$ cat src/include/processor_identify_query_resp_defs.svh
// constants of the identification responder: leaves, words, fields, offsets
// assumes inclusion by bare name from the package and every design module
`ifndef IDENT_RESP_DEFS_SVH
`define IDENT_RESP_DEFS_SVH

// ----------------------------------------
// leaf numbers
// ----------------------------------------
`define LEAF_VENDOR 32'h0000_0000
`define LEAF_SIGNATURE 32'h0000_0001
`define LEAF_CACHE 32'h0000_0002
`define LEAF_EXT_FEAT 32'h0000_0007
`define LEAF_STD_LAST 32'h0000_000b
`define LEAF_EXT_BASE 32'h8000_0000
`define LEAF_EXT_INFO 32'h8000_0001
`define LEAF_ADDR_SIZE 32'h8000_0008

// ----------------------------------------
// returned values and field positions
// ----------------------------------------
`define MAX_STD_LEAF 32'h0000_0007
`define MAX_EXT_LEAF 32'h8000_0008
`define FEATURE_WORD 32'h8000_237b
`define LOGICAL_COUNT 8'h01
`define COUNT_LSB 16
`define CACHE_ITER 32'h0000_0001
`define LEAF7_SUBLEAF_CNT 32'h0000_0001
`define SUPERVISOR_EXEC_PROTECT_BIT 7
`define NO_EXECUTE_DISABLE_BIT 20
`define ADDR_WIDTH_BITS 8'h20
`define LIN_ADDR_LSB 8

// ----------------------------------------
// register port map
// ----------------------------------------
`define REG_CTRL 8'h00
`define REG_STATUS 8'h04
`define REG_LAST_LEAF 8'h08
`define REG_QUERY_COUNT 8'h0c
`define CTRL_EXEC_PROTECT_BIT 0
`define CTRL_RESET 32'h0000_0001
`define STAT_VENDOR_BIT 0
`define STAT_ORDER_BIT 1
`define STAT_CLASS_LSB 2

`endif

$ cat src/include/processor_identify_query_resp_pkg.sv
// types and leaf classification shared by the responder modules
// assumes the constants header is on the include path
`default_nettype none
`include "processor_identify_query_resp_defs.svh"

package ident_resp_pkg;

  typedef struct packed {
    logic [31:0] eax;
    logic [31:0] ebx;
    logic [31:0] ecx;
    logic [31:0] edx;
  } result_t;

  typedef enum logic [1:0] {
    CLASS_NONE,
    CLASS_STD,
    CLASS_EXT
  } leaf_class_t;

  function automatic leaf_class_t classify(input logic [31:0] leaf);
    if (leaf <= `LEAF_STD_LAST)
      return CLASS_STD;
    else if (leaf >= `LEAF_EXT_BASE)
      return CLASS_EXT;
    else
      return CLASS_NONE;
  endfunction : classify

endpackage : ident_resp_pkg
`default_nettype wire

$ cat src/include/leaf_query_if.sv
// carrier between the responder top and its two leaf tables
// assumes all three sit on one clock; the tables are pure logic
`default_nettype none

interface leaf_query_if;
  import ident_resp_pkg::*;
  logic [31:0] leaf;
  logic [31:0] subleaf;
  logic no_execute_disable_off;
  logic supervisor_exec_protect;
  result_t std_res;
  result_t ext_res;

  modport requester (
    output leaf, subleaf, no_execute_disable_off, supervisor_exec_protect,
    input std_res, ext_res
  );
  modport std_table (
    input leaf, subleaf, supervisor_exec_protect,
    output std_res
  );
  modport ext_table (
    input leaf, no_execute_disable_off,
    output ext_res
  );
endinterface : leaf_query_if
`default_nettype wire

$ cat src/processor_identify_query_responder.sv
// top of the processor identification responder with its register port
// assumes the requester and the register master run on i_clk_sys
//
// Overview of operation
// - leaf zero gives highest standard leaf seven and the vendor string
// - leaf one second word: only the logical count field reads one
// - leaf one feature word sets bits 0,1,3,4,5,6,8,9,13,31
// - leaf two gives one, then three zero words
// - standard 0-0bh, extended from 8000_0000h; unlisted ones all zero
// - leaf seven sub-leaf zero: count one, bit 7 per protection support
// - extended base leaf reports highest extended leaf 8000_0008h
// - extended leaf one bit 20 set only while execute-disable control clear
// - extended leaf eight reports 32-bit physical and linear widths
//
// Chosen here: the placing of the registers and the plain strobed port.
`default_nettype none
`include "processor_identify_query_resp_defs.svh"

module ident_responder
  import ident_resp_pkg::*;
#(
  parameter logic [31:0] VENDOR_B = 32'h1111_1111, // arbitrary value
  parameter logic [31:0] VENDOR_C = 32'h2222_2222, // arbitrary value
  parameter logic [31:0] VENDOR_D = 32'h3333_3333, // arbitrary value
  parameter logic [31:0] SIGNATURE = 32'h0000_0a10 // arbitrary value
)
(
  input wire logic i_clk_sys,
  input wire logic i_sys_rst,
  input wire logic i_query_valid,
  input wire logic [31:0] i_leaf,
  input wire logic [31:0] i_subleaf,
  input wire logic i_no_execute_disable_off,
  input wire logic [7:0] i_addr,
  input wire logic [31:0] i_wdata,
  input wire logic i_wr,
  input wire logic i_rd,
  output logic [31:0] o_rdata,
  output logic o_result_valid,
  output logic [31:0] o_eax,
  output logic [31:0] o_ebx,
  output logic [31:0] o_ecx,
  output logic [31:0] o_edx
);

  // ----------------------------------------
  // declarations
  // ----------------------------------------
  leaf_query_if q ();

  logic [31:0] ctrl;
  logic [31:0] next_ctrl;
  logic vendor_seen;
  logic next_vendor_seen;
  logic order_err;
  logic next_order_err;
  leaf_class_t last_class;
  leaf_class_t next_last_class;
  logic [31:0] last_leaf;
  logic [31:0] next_last_leaf;
  logic [31:0] query_count;
  logic [31:0] next_query_count;
  logic [31:0] next_rdata;
  result_t result;
  result_t next_result;
  logic next_result_valid;
  leaf_class_t query_class;
  result_t lookup;
  logic [31:0] status_word;

  // ----------------------------------------
  // register decode
  // ----------------------------------------
  // one write decode for every register keeps the map in one place
  function automatic logic write_hit(
    input logic wr,
    input logic [7:0] addr,
    input logic [7:0] target
  );
    return wr && (addr == target);
  endfunction : write_hit

  // ----------------------------------------
  // leaf tables
  // ----------------------------------------
  // the tables see the raw query inputs: they come from core logic on
  // this clock, so no synchroniser is needed and none would be wanted
  assign q.leaf = i_leaf;
  assign q.subleaf = i_subleaf;
  assign q.no_execute_disable_off = i_no_execute_disable_off;
  assign q.supervisor_exec_protect = ctrl[`CTRL_EXEC_PROTECT_BIT];

  std_leaf_table #(
    .VENDOR_B(VENDOR_B),
    .VENDOR_C(VENDOR_C),
    .VENDOR_D(VENDOR_D),
    .SIGNATURE(SIGNATURE)
  ) u_std (
    .q(q.std_table)
  );

  ext_leaf_table u_ext (
    .q(q.ext_table)
  );

  // ----------------------------------------
  // leaf dispatch
  // ----------------------------------------
  // the class picks one table; the other table's answer goes unused
  always_comb
  begin
    query_class = classify(i_leaf);
    unique case (query_class)
      CLASS_STD:
      begin
        lookup = q.std_res;
      end
      CLASS_EXT:
      begin
        lookup = q.ext_res;
      end
      default:
      begin
        lookup = '0;
      end
    endcase
  end

  // ----------------------------------------
  // result registers
  // ----------------------------------------
  // one cycle of latency buys flop-driven outputs; results hold until
  // the next query so the core may sample them late
  always_comb
  begin
    next_result = result;
    next_result_valid = 1'b0;
    if (i_query_valid)
    begin
      next_result = lookup;
      next_result_valid = 1'b1;
    end
  end

  always_ff @(posedge i_clk_sys or posedge i_sys_rst)
  begin
    if (i_sys_rst)
    begin
      result <= '0;
      o_result_valid <= 1'b0;
    end
    else
    begin
      result <= next_result;
      o_result_valid <= next_result_valid;
    end
  end

  // ----------------------------------------
  // result words
  // ----------------------------------------
  // words hold between queries; only the valid pulse drops back
  assign o_eax = result.eax;
  assign o_ebx = result.ebx;
  assign o_ecx = result.ecx;
  assign o_edx = result.edx;

  // ----------------------------------------
  // query tracking
  // ----------------------------------------
  // order_err flags a requester that skipped the vendor check; it only
  // observes, the answer itself is never withheld
  always_comb
  begin
    next_vendor_seen = vendor_seen;
    next_order_err = order_err;
    next_last_leaf = last_leaf;
    next_last_class = last_class;
    next_query_count = query_count;
    if (write_hit(i_wr, i_addr, `REG_STATUS))
    begin
      if (i_wdata[`STAT_VENDOR_BIT])
      begin
        next_vendor_seen = 1'b0;
      end
      if (i_wdata[`STAT_ORDER_BIT])
      begin
        next_order_err = 1'b0;
      end
    end
    if (write_hit(i_wr, i_addr, `REG_QUERY_COUNT))
    begin
      next_query_count = 32'h0000_0000;
    end
    // a query in the clearing cycle still sets its flags
    // the count wraps silently; software reads it as a running tally
    if (i_query_valid)
    begin
      next_last_leaf = i_leaf;
      next_last_class = query_class;
      next_query_count = query_count + 32'h0000_0001;
      if (i_leaf == `LEAF_VENDOR)
      begin
        next_vendor_seen = 1'b1;
      end
      else if (!vendor_seen)
      begin
        next_order_err = 1'b1;
      end
    end
  end

  always_ff @(posedge i_clk_sys or posedge i_sys_rst)
  begin
    if (i_sys_rst)
    begin
      vendor_seen <= 1'b0;
      order_err <= 1'b0;
      last_leaf <= 32'h0000_0000;
      last_class <= CLASS_NONE;
      query_count <= 32'h0000_0000;
    end
    else
    begin
      vendor_seen <= next_vendor_seen;
      order_err <= next_order_err;
      last_leaf <= next_last_leaf;
      last_class <= next_last_class;
      query_count <= next_query_count;
    end
  end

  // ----------------------------------------
  // status word
  // ----------------------------------------
  // both flags are write-one-to-clear so software never wipes a fresh set
  always_comb
  begin
    status_word = 32'h0000_0000;
    status_word[`STAT_VENDOR_BIT] = vendor_seen;
    status_word[`STAT_ORDER_BIT] = order_err;
    status_word[`STAT_CLASS_LSB +: 2] = last_class;
  end

  // ----------------------------------------
  // register port
  // ----------------------------------------
  // ctrl keeps only the protection support bit; the rest reads zero
  always_comb
  begin
    next_ctrl = ctrl;
    if (write_hit(i_wr, i_addr, `REG_CTRL))
    begin
      next_ctrl = 32'h0000_0000;
      next_ctrl[`CTRL_EXEC_PROTECT_BIT] = i_wdata[`CTRL_EXEC_PROTECT_BIT];
    end
  end

  // unmapped reads return zero; read data lasts one cycle only
  always_comb
  begin
    next_rdata = 32'h0000_0000;
    if (i_rd)
    begin
      case (i_addr)
        `REG_CTRL:
        begin
          next_rdata = ctrl;
        end
        `REG_STATUS:
        begin
          next_rdata = status_word;
        end
        `REG_LAST_LEAF:
        begin
          next_rdata = last_leaf;
        end
        `REG_QUERY_COUNT:
        begin
          next_rdata = query_count;
        end
        default:
        begin
          next_rdata = 32'h0000_0000;
        end
      endcase
    end
  end

  always_ff @(posedge i_clk_sys or posedge i_sys_rst)
  begin
    if (i_sys_rst)
    begin
      ctrl <= `CTRL_RESET;
      o_rdata <= 32'h0000_0000;
    end
    else
    begin
      ctrl <= next_ctrl;
      o_rdata <= next_rdata;
    end
  end

endmodule : ident_responder
`default_nettype wire

$ cat src/std_leaf_table.sv
// lookup of the standard leaves
// assumes leaf and sub-leaf are stable in the cycle they are looked up
`default_nettype none
`include "processor_identify_query_resp_defs.svh"

module std_leaf_table
  import ident_resp_pkg::*;
#(
  parameter logic [31:0] VENDOR_B = 32'h1111_1111, // arbitrary value
  parameter logic [31:0] VENDOR_C = 32'h2222_2222, // arbitrary value
  parameter logic [31:0] VENDOR_D = 32'h3333_3333, // arbitrary value
  parameter logic [31:0] SIGNATURE = 32'h0000_0a10 // arbitrary value
)
(
  leaf_query_if.std_table q
);

  always_comb
  begin
    q.std_res = '0;
    case (q.leaf)
      `LEAF_VENDOR:
      begin
        q.std_res.eax = `MAX_STD_LEAF;
        q.std_res.ebx = VENDOR_B;
        q.std_res.ecx = VENDOR_C;
        q.std_res.edx = VENDOR_D;
      end
      `LEAF_SIGNATURE:
      begin
        q.std_res.eax = SIGNATURE;
        q.std_res.ebx[`COUNT_LSB +: 8] = `LOGICAL_COUNT;
        q.std_res.edx = `FEATURE_WORD;
      end
      `LEAF_CACHE:
      begin
        q.std_res.eax = `CACHE_ITER;
      end
      `LEAF_EXT_FEAT:
      begin
        if (q.subleaf == 32'h0000_0000)
        begin
          q.std_res.eax = `LEAF7_SUBLEAF_CNT;
          q.std_res.ebx[`SUPERVISOR_EXEC_PROTECT_BIT] = q.supervisor_exec_protect;
        end
      end
      default:
      begin
        q.std_res = '0;
      end
    endcase
  end

endmodule : std_leaf_table
`default_nettype wire

$ cat src/ext_leaf_table.sv
// lookup of the extended leaves
// assumes the execute-disable control level comes from the same clock domain
`default_nettype none
`include "processor_identify_query_resp_defs.svh"

module ext_leaf_table
  import ident_resp_pkg::*;
(
  leaf_query_if.ext_table q
);

  always_comb
  begin
    q.ext_res = '0;
    case (q.leaf)
      `LEAF_EXT_BASE:
      begin
        q.ext_res.eax = `MAX_EXT_LEAF;
      end
      `LEAF_EXT_INFO:
      begin
        q.ext_res.edx[`NO_EXECUTE_DISABLE_BIT] = ~q.no_execute_disable_off;
      end
      `LEAF_ADDR_SIZE:
      begin
        q.ext_res.eax[7:0] = `ADDR_WIDTH_BITS;
        q.ext_res.eax[`LIN_ADDR_LSB +: 8] = `ADDR_WIDTH_BITS;
      end
      default:
      begin
        q.ext_res = '0;
      end
    endcase
  end

endmodule : ext_leaf_table
`default_nettype wire

$ cat config.mk
export PLATFORM = sky130hd
export DESIGN_NAME = ident_responder
export DESIGN_NICKNAME = d
export VERILOG_FILES = /design/src/include/processor_identify_query_resp_pkg.sv /design/src/include/leaf_query_if.sv /design/src/processor_identify_query_responder.sv /design/src/std_leaf_table.sv /design/src/ext_leaf_table.sv
export VERILOG_INCLUDE_DIRS = /design/src /design/src/include
export SDC_FILE = /design/constraint.sdc
export NUM_CORES = 1
export LEC_CHECK = 0
export BUFFER_PORTS_ARGS = -buffer_cell sky130_fd_sc_hd__buf_2
export CAP_MARGIN = 25
export CORE_MARGIN = 3
export CORE_UTILIZATION = 43
export DETAILED_ROUTE_END_ITERATION = 12
export PLACE_DENSITY = 0.79
export SLEW_MARGIN = 25
export SYNTH_ARGS = -nofsm -noshare
export SYNTH_HDL_FRONTEND = slang
export SYNTH_SLANG_ARGS = --single-unit
export TNS_END_PERCENT = 100
$ cat constraint.sdc
create_clock -name i_clk_sys -period 3.71 [get_ports i_clk_sys]
set_input_delay 0.5565 -clock i_clk_sys [delete_from_list [all_inputs] [get_ports i_clk_sys]]
set_output_delay 0.5565 -clock i_clk_sys [all_outputs]
set_load 0.01 [all_outputs]
==> impl_metrics.json, run 1 <==
{
  "post_cts_buffers": 0,
  "cp.required_ns": 4.03,
  "syn_to_final_growth_pct": 18.6,
  "vias": 4357,
  "tightest_slew_ns": 0.710,
  "min_path_type": "in2async",
  "die_h_um": 123,
  "grt_overflow": 0,
  "drt_iter0_markers": 422,
  "clkLatencyLatePin_ns": 0.41,
  "wl_um": 13700,
  "crit_fanout": 9,
  "start_kind": "register",
  "h-tree-depth": 4,
  "hold_viol": 0,
  "first_global_vias": 4139,
  "rr_worst_depth": 4,
  "viasPerCell": 4.97,
  "maxCapViolCount": 0,
  "crit_chain": "nand3_1 -> nor3_2 -> nand4_1 -> mux2i_1",
  "boundaryPins": 271,
  "firstDrtPassIters": 5,
  "grt_max_degree": 114,
  "slew_viol_final": 0,
  "cellPowerDensity_nw_per_um2": 495,
  "gp_congestion": 0.812,
  "postCtsHoldBufs": 0,
  "async_flop_share_pct": 100,
  "grt_first_pass_wirelength_um": 21200,
  "grt_usage_pct": 18.3,
  "synth-edff-count": 0,
  "peakVddDrop_v": 0.000339,
  "final_util_pct": 52.3,
  "mostFrequentLayoutCells": "buf_2, dfrtp_1, conb_1",
  "slew_headroom_pct": 52.4,
  "ys_seq_elements": 113,
  "finClkSkew_ns": 0.00681,
  "nFillCells": 1166,
  "finalSetupViolCount": 0,
  "n_antenna_cell": 0,
  "syn-instance-count": 561,
  "antenna_found_initial": 0,
  "die_w_um": 123,
  "synth.avg_cell_area_um2": 10.5,
  "power.total_w": 0.00344,
  "period_share_pct": 53.9,
  "fin_nets": 798,
  "synth_ff_type": "dfrtp_1",
  "startpoint": "query_count[2]",
  "final_antenna_net_count": 0,
  "clk_pin_slew_worst_paths_ns": 0.05,
  "clock_sinks": 113,
  "cts_root_buf": "clkbuf_16",
  "yosysWarnings": 0,
  "crit_type": "reg2reg",
  "netlist_area_um2": 5870,
  "numCtsBuffers": 17,
  "regArea_um2": 2830,
  "post-route-drc-count": 0,
  "r2r-start": "query_count[2]",
  "drive_gt1_share_pct": 34.1,
  "ys_seq_area_share_pct": 48.2,
  "cts_buffer_depth": 2,
  "synth_cell_types": 41,
  "dp.final_hpwl_um": 9690,
  "layout_commonest_cell": "buf_2",
  "slowest_stage": "nor3_2",
  "port_buffers": 158,
  "cts.repair.resized": 0,
  "fmax_mhz": 500,
  "start_util_pct": 44.1,
  "wl_per_cell_um": 15.7,
  "status": "finished, final reports clean",
  "post-route-min-period_ns": 2.00,
  "tns_ns": 0,
  "power.leakage_nw": 3.56,
  "crit_arrival_ns": 2.32,
  "rows": 42,
  "cts_tree": "done",
  "critPathMaxStageDelay_ns": 0.69,
  "fp.dieArea_um2": 15100,
  "multiInputGateArea_um2": 2330,
  "end_kind": "register",
  "core_um2": 13300,
  "grt_setup_unrepaired": "false"
}
## synthesized netlist by cell type (all sizes together), types with 2 or more instances
library cell | n | area (um^2)
nand3 | 22 | 110
nand4 | 16 | 106
xnor2 | 4 | 35.0
nor2 | 42 | 158
o31ai | 3 | 22.5
inv | 12 | 45.0
nand2 | 37 | 139
or4 | 3 | 22.5
a32o | 2 | 20.0
nor4 | 21 | 144
buf | 129 | 933
xor2 | 7 | 61.3
nor2b | 2 | 12.5
nor3 | 8 | 45.0
a22o | 12 | 105
dfrtp | 112 | 2800
mux2 | 35 | 394
mux2i | 19 | 190
o2bb2ai | 3 | 26.3
o21ai | 12 | 60.1
and3 | 4 | 25.0
and4 | 3 | 26.3
clkbuf | 10 | 37.5
a22oi | 31 | 233
## cell type report
type | instances | area share [%]
well taps | 176 | 3.17
repair buffers | 165 | 12.3
clock inverters | 9 | 2.52
clock buffers | 23 | 7.16
flip-flops and latches | 113 | 40.7
inverters | 12 | 0.683
multi-input cells | 378 | 33.5
## sequential cells by signal, summed over array words and instances, names as in the netlist, 2 cells and up
register,cells
query_count,32
o_ebx,4
o_edx,2
o_eax,5
last_class,2
last_leaf,32
o_rdata,32
## per-layer routing
layer  global-route usage [%]  routed length (um)  up-vias  share of wire, %
met4                     6.51                 219        0               1.6
met3                     4.61                 962       16               7.0
li1                         -                   -     2034                 -
met5                        0                   0        -                 0
met2                     29.1                6850      186                50
met1                     24.2                5700     2121                42
## power by group
group | leakage [nW] | switching (W) | internal, W
Clock | 0.325 | 0.000546 | 0.00128
Combinational | 1.75 | 0.000148 | 0.000113
Sequential | 1.49 | 0.0000613 | 0.00129
## worst max-delay path, delay by kind of cell (launching register included)
kind	cells	cell delay, ns
flip-flops	1	0.48
AND/OR/NAND/NOR	3	1.23
multiplexers	1	0.22
## path summary, 6_finish.rpt
check	end	slack [ns]
max	query_count[27]	1.71
min	o_result_valid	0.30
max reg2reg	query_count[27]	1.71
min reg2reg	query_count[31]	0.48
max in group asynchronous	last_leaf[26]	2.98
min in group i_clk_sys	ctrl[0]	0.40
## cell families after synthesis
| group | after synthesis | share of synthesized area (%) |
|---|---|---|
| other | 1 | 0.0639 |
| muxes | 54 | 9.96 |
| and+or+nand+nor | 164 | 14.3 |
| AOI/OAI and AO/OA | 66 | 8.28 |
| adders and majority gates | 1 | 0.213 |
| xor gates and xnor gates | 11 | 1.64 |
| buffers and inverters | 151 | 17.3 |
| DFF | 113 | 48.2 |
## metrics by stage
stage / instance area (um^2) / worst slack (ns) / hold WS [ns] / cells
floorplan: 6170 / 0.168 / 0.446 / 642
global placement: 6280 / 1.33 / 0.464 / 844
detailed placement: 6280 / 1.48 / 0.479 / 844
CTS: 6960 / 1.72 / 0.324 / 876
global route: 6960 / 1.59 / 0.347 / 876
finish: 6960 / 1.71 / 0.295 / 876
No activity file was read; power rests on OpenSTA's default activity.
==> run 2: changes to the inputs <==
--- a/config.mk
+++ b/config.mk
@@ -9,9 +9,9 @@
 export BUFFER_PORTS_ARGS = -buffer_cell sky130_fd_sc_hd__buf_2
 export CAP_MARGIN = 25
 export CORE_MARGIN = 3
-export CORE_UTILIZATION = 43
+export CORE_UTILIZATION = 44
 export DETAILED_ROUTE_END_ITERATION = 12
-export PLACE_DENSITY = 0.79
+export PLACE_DENSITY = 0.78
 export SLEW_MARGIN = 25
 export SYNTH_ARGS = -nofsm -noshare
 export SYNTH_HDL_FRONTEND = slang
==> constraint.sdc (replaced) <==
create_clock -name i_clk_sys -period 2.1 [get_ports i_clk_sys]
set_input_delay 0.315 -clock i_clk_sys [delete_from_list [all_inputs] [get_ports i_clk_sys]]
set_output_delay 0.315 -clock i_clk_sys [all_outputs]
set_load 0.01 [all_outputs]
==> run 2 against run 1 <==
Hold slack lost 0.14 ns; global-route usage grew 0.20 points; worst setup slack lost 1.3 ns; via count grew 2.8%; highest routed layer unchanged; routed wire length grew 0.32%; critical path type unchanged.
==> impl_metrics.json, run 2 (synthesis results as in run 1) <==
{
  "status": "finished, final reports clean",
  "drt_iter0_markers": 314,
  "period_share_pct": 79.1,
  "final_util_pct": 55.0,
  "nFillCells": 1080,
  "critPathMaxStageDelay_ns": 0.48,
  "maxCapViolCount": 0,
  "tns_ns": 0,
  "port_buffers": 158,
  "first_global_vias": 4153,
  "netSwitchingPower_w": 0.00136,
  "numCtsBuffers": 17,
  "comb_power_share_pct": 8.3,
  "slowest_stage": "dfrtp_1",
  "vias": 4479,
  "netSwitchingFraction_pct": 23.0,
  "die_w_um": 121,
  "gp_congestion": 0.880,
  "firstDrtPassIters": 5,
  "p_seq_share_pct": 40.7,
  "core_um2": 12800,
  "cts_buffer_depth": 2,
  "postCtsHoldBufs": 1,
  "mostFrequentLayoutCells": "buf_2, dfrtp_1, conb_1",
  "start_util_pct": 45.7,
  "crit_chain": "nand3_1 -> nor4_1 -> xor2_1 -> a22o_1",
  "fin_nets": 813,
  "final_antenna_net_count": 0,
  "end_kind": "register",
  "h-tree-depth": 4,
  "fin_ws_ns": 0.440,
  "power.leakage_nw": 3.62,
  "pre_cts_slack_ns": 0.174,
  "syn_to_final_growth_pct": 20.3,
  "cp.required_ns": 2.40,
  "cts_root_buf": "clkbuf_16",
  "grt_max_degree": 40,
  "wl_per_cell_um": 15.5,
  "grt_first_pass_wirelength_um": 21300,
  "clkLatencyLatePin_ns": 0.41,
  "crit_fanout": 8,
  "cellPowerDensity_nw_per_um2": 834,
  "hold_viol": 0,
  "intPower_w": 0.00453,
  "drive_gt1_share_pct": 35.1,
  "start_kind": "register",
  "cpLargestDelayFamily": "simple AND/OR/NAND/NOR gates",
  "rows": 41,
  "viasPerCell": 5.05,
  "grt_usage_pct": 18.5,
  "crit_type": "reg2reg",
  "finalSetupViolCount": 0,
  "path_buf_inv": 0,
  "fmax_mhz": 602,
  "die_h_um": 121,
  "peakVddDrop_v": 0.000586,
  "cts_tree": "done",
  "p_clk_share_pct": 51.0,
  "layout_commonest_cell": "buf_2",
  "post-route-min-period_ns": 1.66,
  "boundaryPins": 271,
  "tightest_slew_ns": 0.587,
  "dp.final_hpwl_um": 9810,
  "slew_viol_final": 0,
  "fp.dieArea_um2": 14800,
  "clock_sinks": 113,
  "finClkSkew_ns": 0.00864,
  "post_cts_buffers": 0,
  "grt_overflow": 0,
  "n_antenna_cell": 0,
  "slew_headroom_pct": 60.8,
  "clk_pin_slew_worst_paths_ns": 0.05,
  "antenna_found_initial": 0,
  "min_path_type": "in2reg",
  "grt_setup_unrepaired": "false",
  "wl_um": 13800,
  "crit_arrival_ns": 1.96,
  "cts.repair.resized": 0,
  "post-route-drc-count": 0,
  "top_regs": "last_leaf (32), o_rdata (32), query_count (32)"
}
==> run 2: changes by cell type in the layout (fill, tap and decap cells not counted), sizes merged <==
cell         before  now
clkbuf           23   21
dlygate4sd3       0    1
clkinv            2    5
clkinvlp          2    3
buf             165  179
bufinv            5    4
inv              12   11
==> run 2: through the flow <==
| step | instances | power (W) | hold WS, ns | area, um^2 |
|---|---|---|---|---|
| final | 887 | 0.00589 | 0.153 | 7060 |
| after global routing | 887 | 0.00610 | 0.152 | 7060 |
| after floorplan | 642 | 0.00283 | 0.346 | 6170 |
| after detailed placement | 854 | 0.00291 | 0.411 | 6430 |
| after global placement | 854 | 0.00289 | 0.411 | 6430 |
| after CTS | 887 | 0.00591 | 0.141 | 7060 |
==> run 2: path summary, 6_finish.rpt <==
kind	startpoint	slack, ns	cells after the start	endpoint
max	query_count[2]	0.44	4	query_count[13]
min	i_leaf[22]	0.15	2	last_leaf[22]
max reg2reg	query_count[2]	0.44	4	query_count[13]
min reg2reg	query_count[31]	0.49	1	query_count[31]
max in group asynchronous	i_sys_rst	1.01	4	last_leaf[23]
min in group asynchronous	i_sys_rst	0.53	3	o_eax[11]
==> run 2: power groups by stage <==
stage          clock [W]  sequential (W)  combinational (W)
2_1_floorplan          0         0.00238           0.000449
3_3_place_gp           0         0.00242           0.000470
3_5_place_dp           0         0.00243           0.000479
4_1_cts          0.00303         0.00240           0.000487
5_1_grt          0.00315         0.00241           0.000539
6_report         0.00300         0.00240           0.000489
==> run 2: layer usage <==
layer | part of all wire (%) | track usage (%) | routed length [um] | vias up
li1 | - | - | - | 2082
met1 | 40 | 23.0 | 5500 | 2157
met2 | 50 | 30.8 | 6920 | 217
met3 | 7.7 | 4.01 | 1060 | 23
met4 | 2.2 | 8.19 | 303 | 0
met5 | 0 | 0 | 0 | -
==> run 2: cell type report <==
cell class	count	area (um^2)	area share (%)
flip-flops and latches	113	2830	40.1
multi-input cells	378	2320	32.9
repair buffers	180	1020	14.5
clock buffers	21	460	6.52
well taps	172	215	3.05
clock inverters	11	160	2.27
inverters	12	48.8	0.691
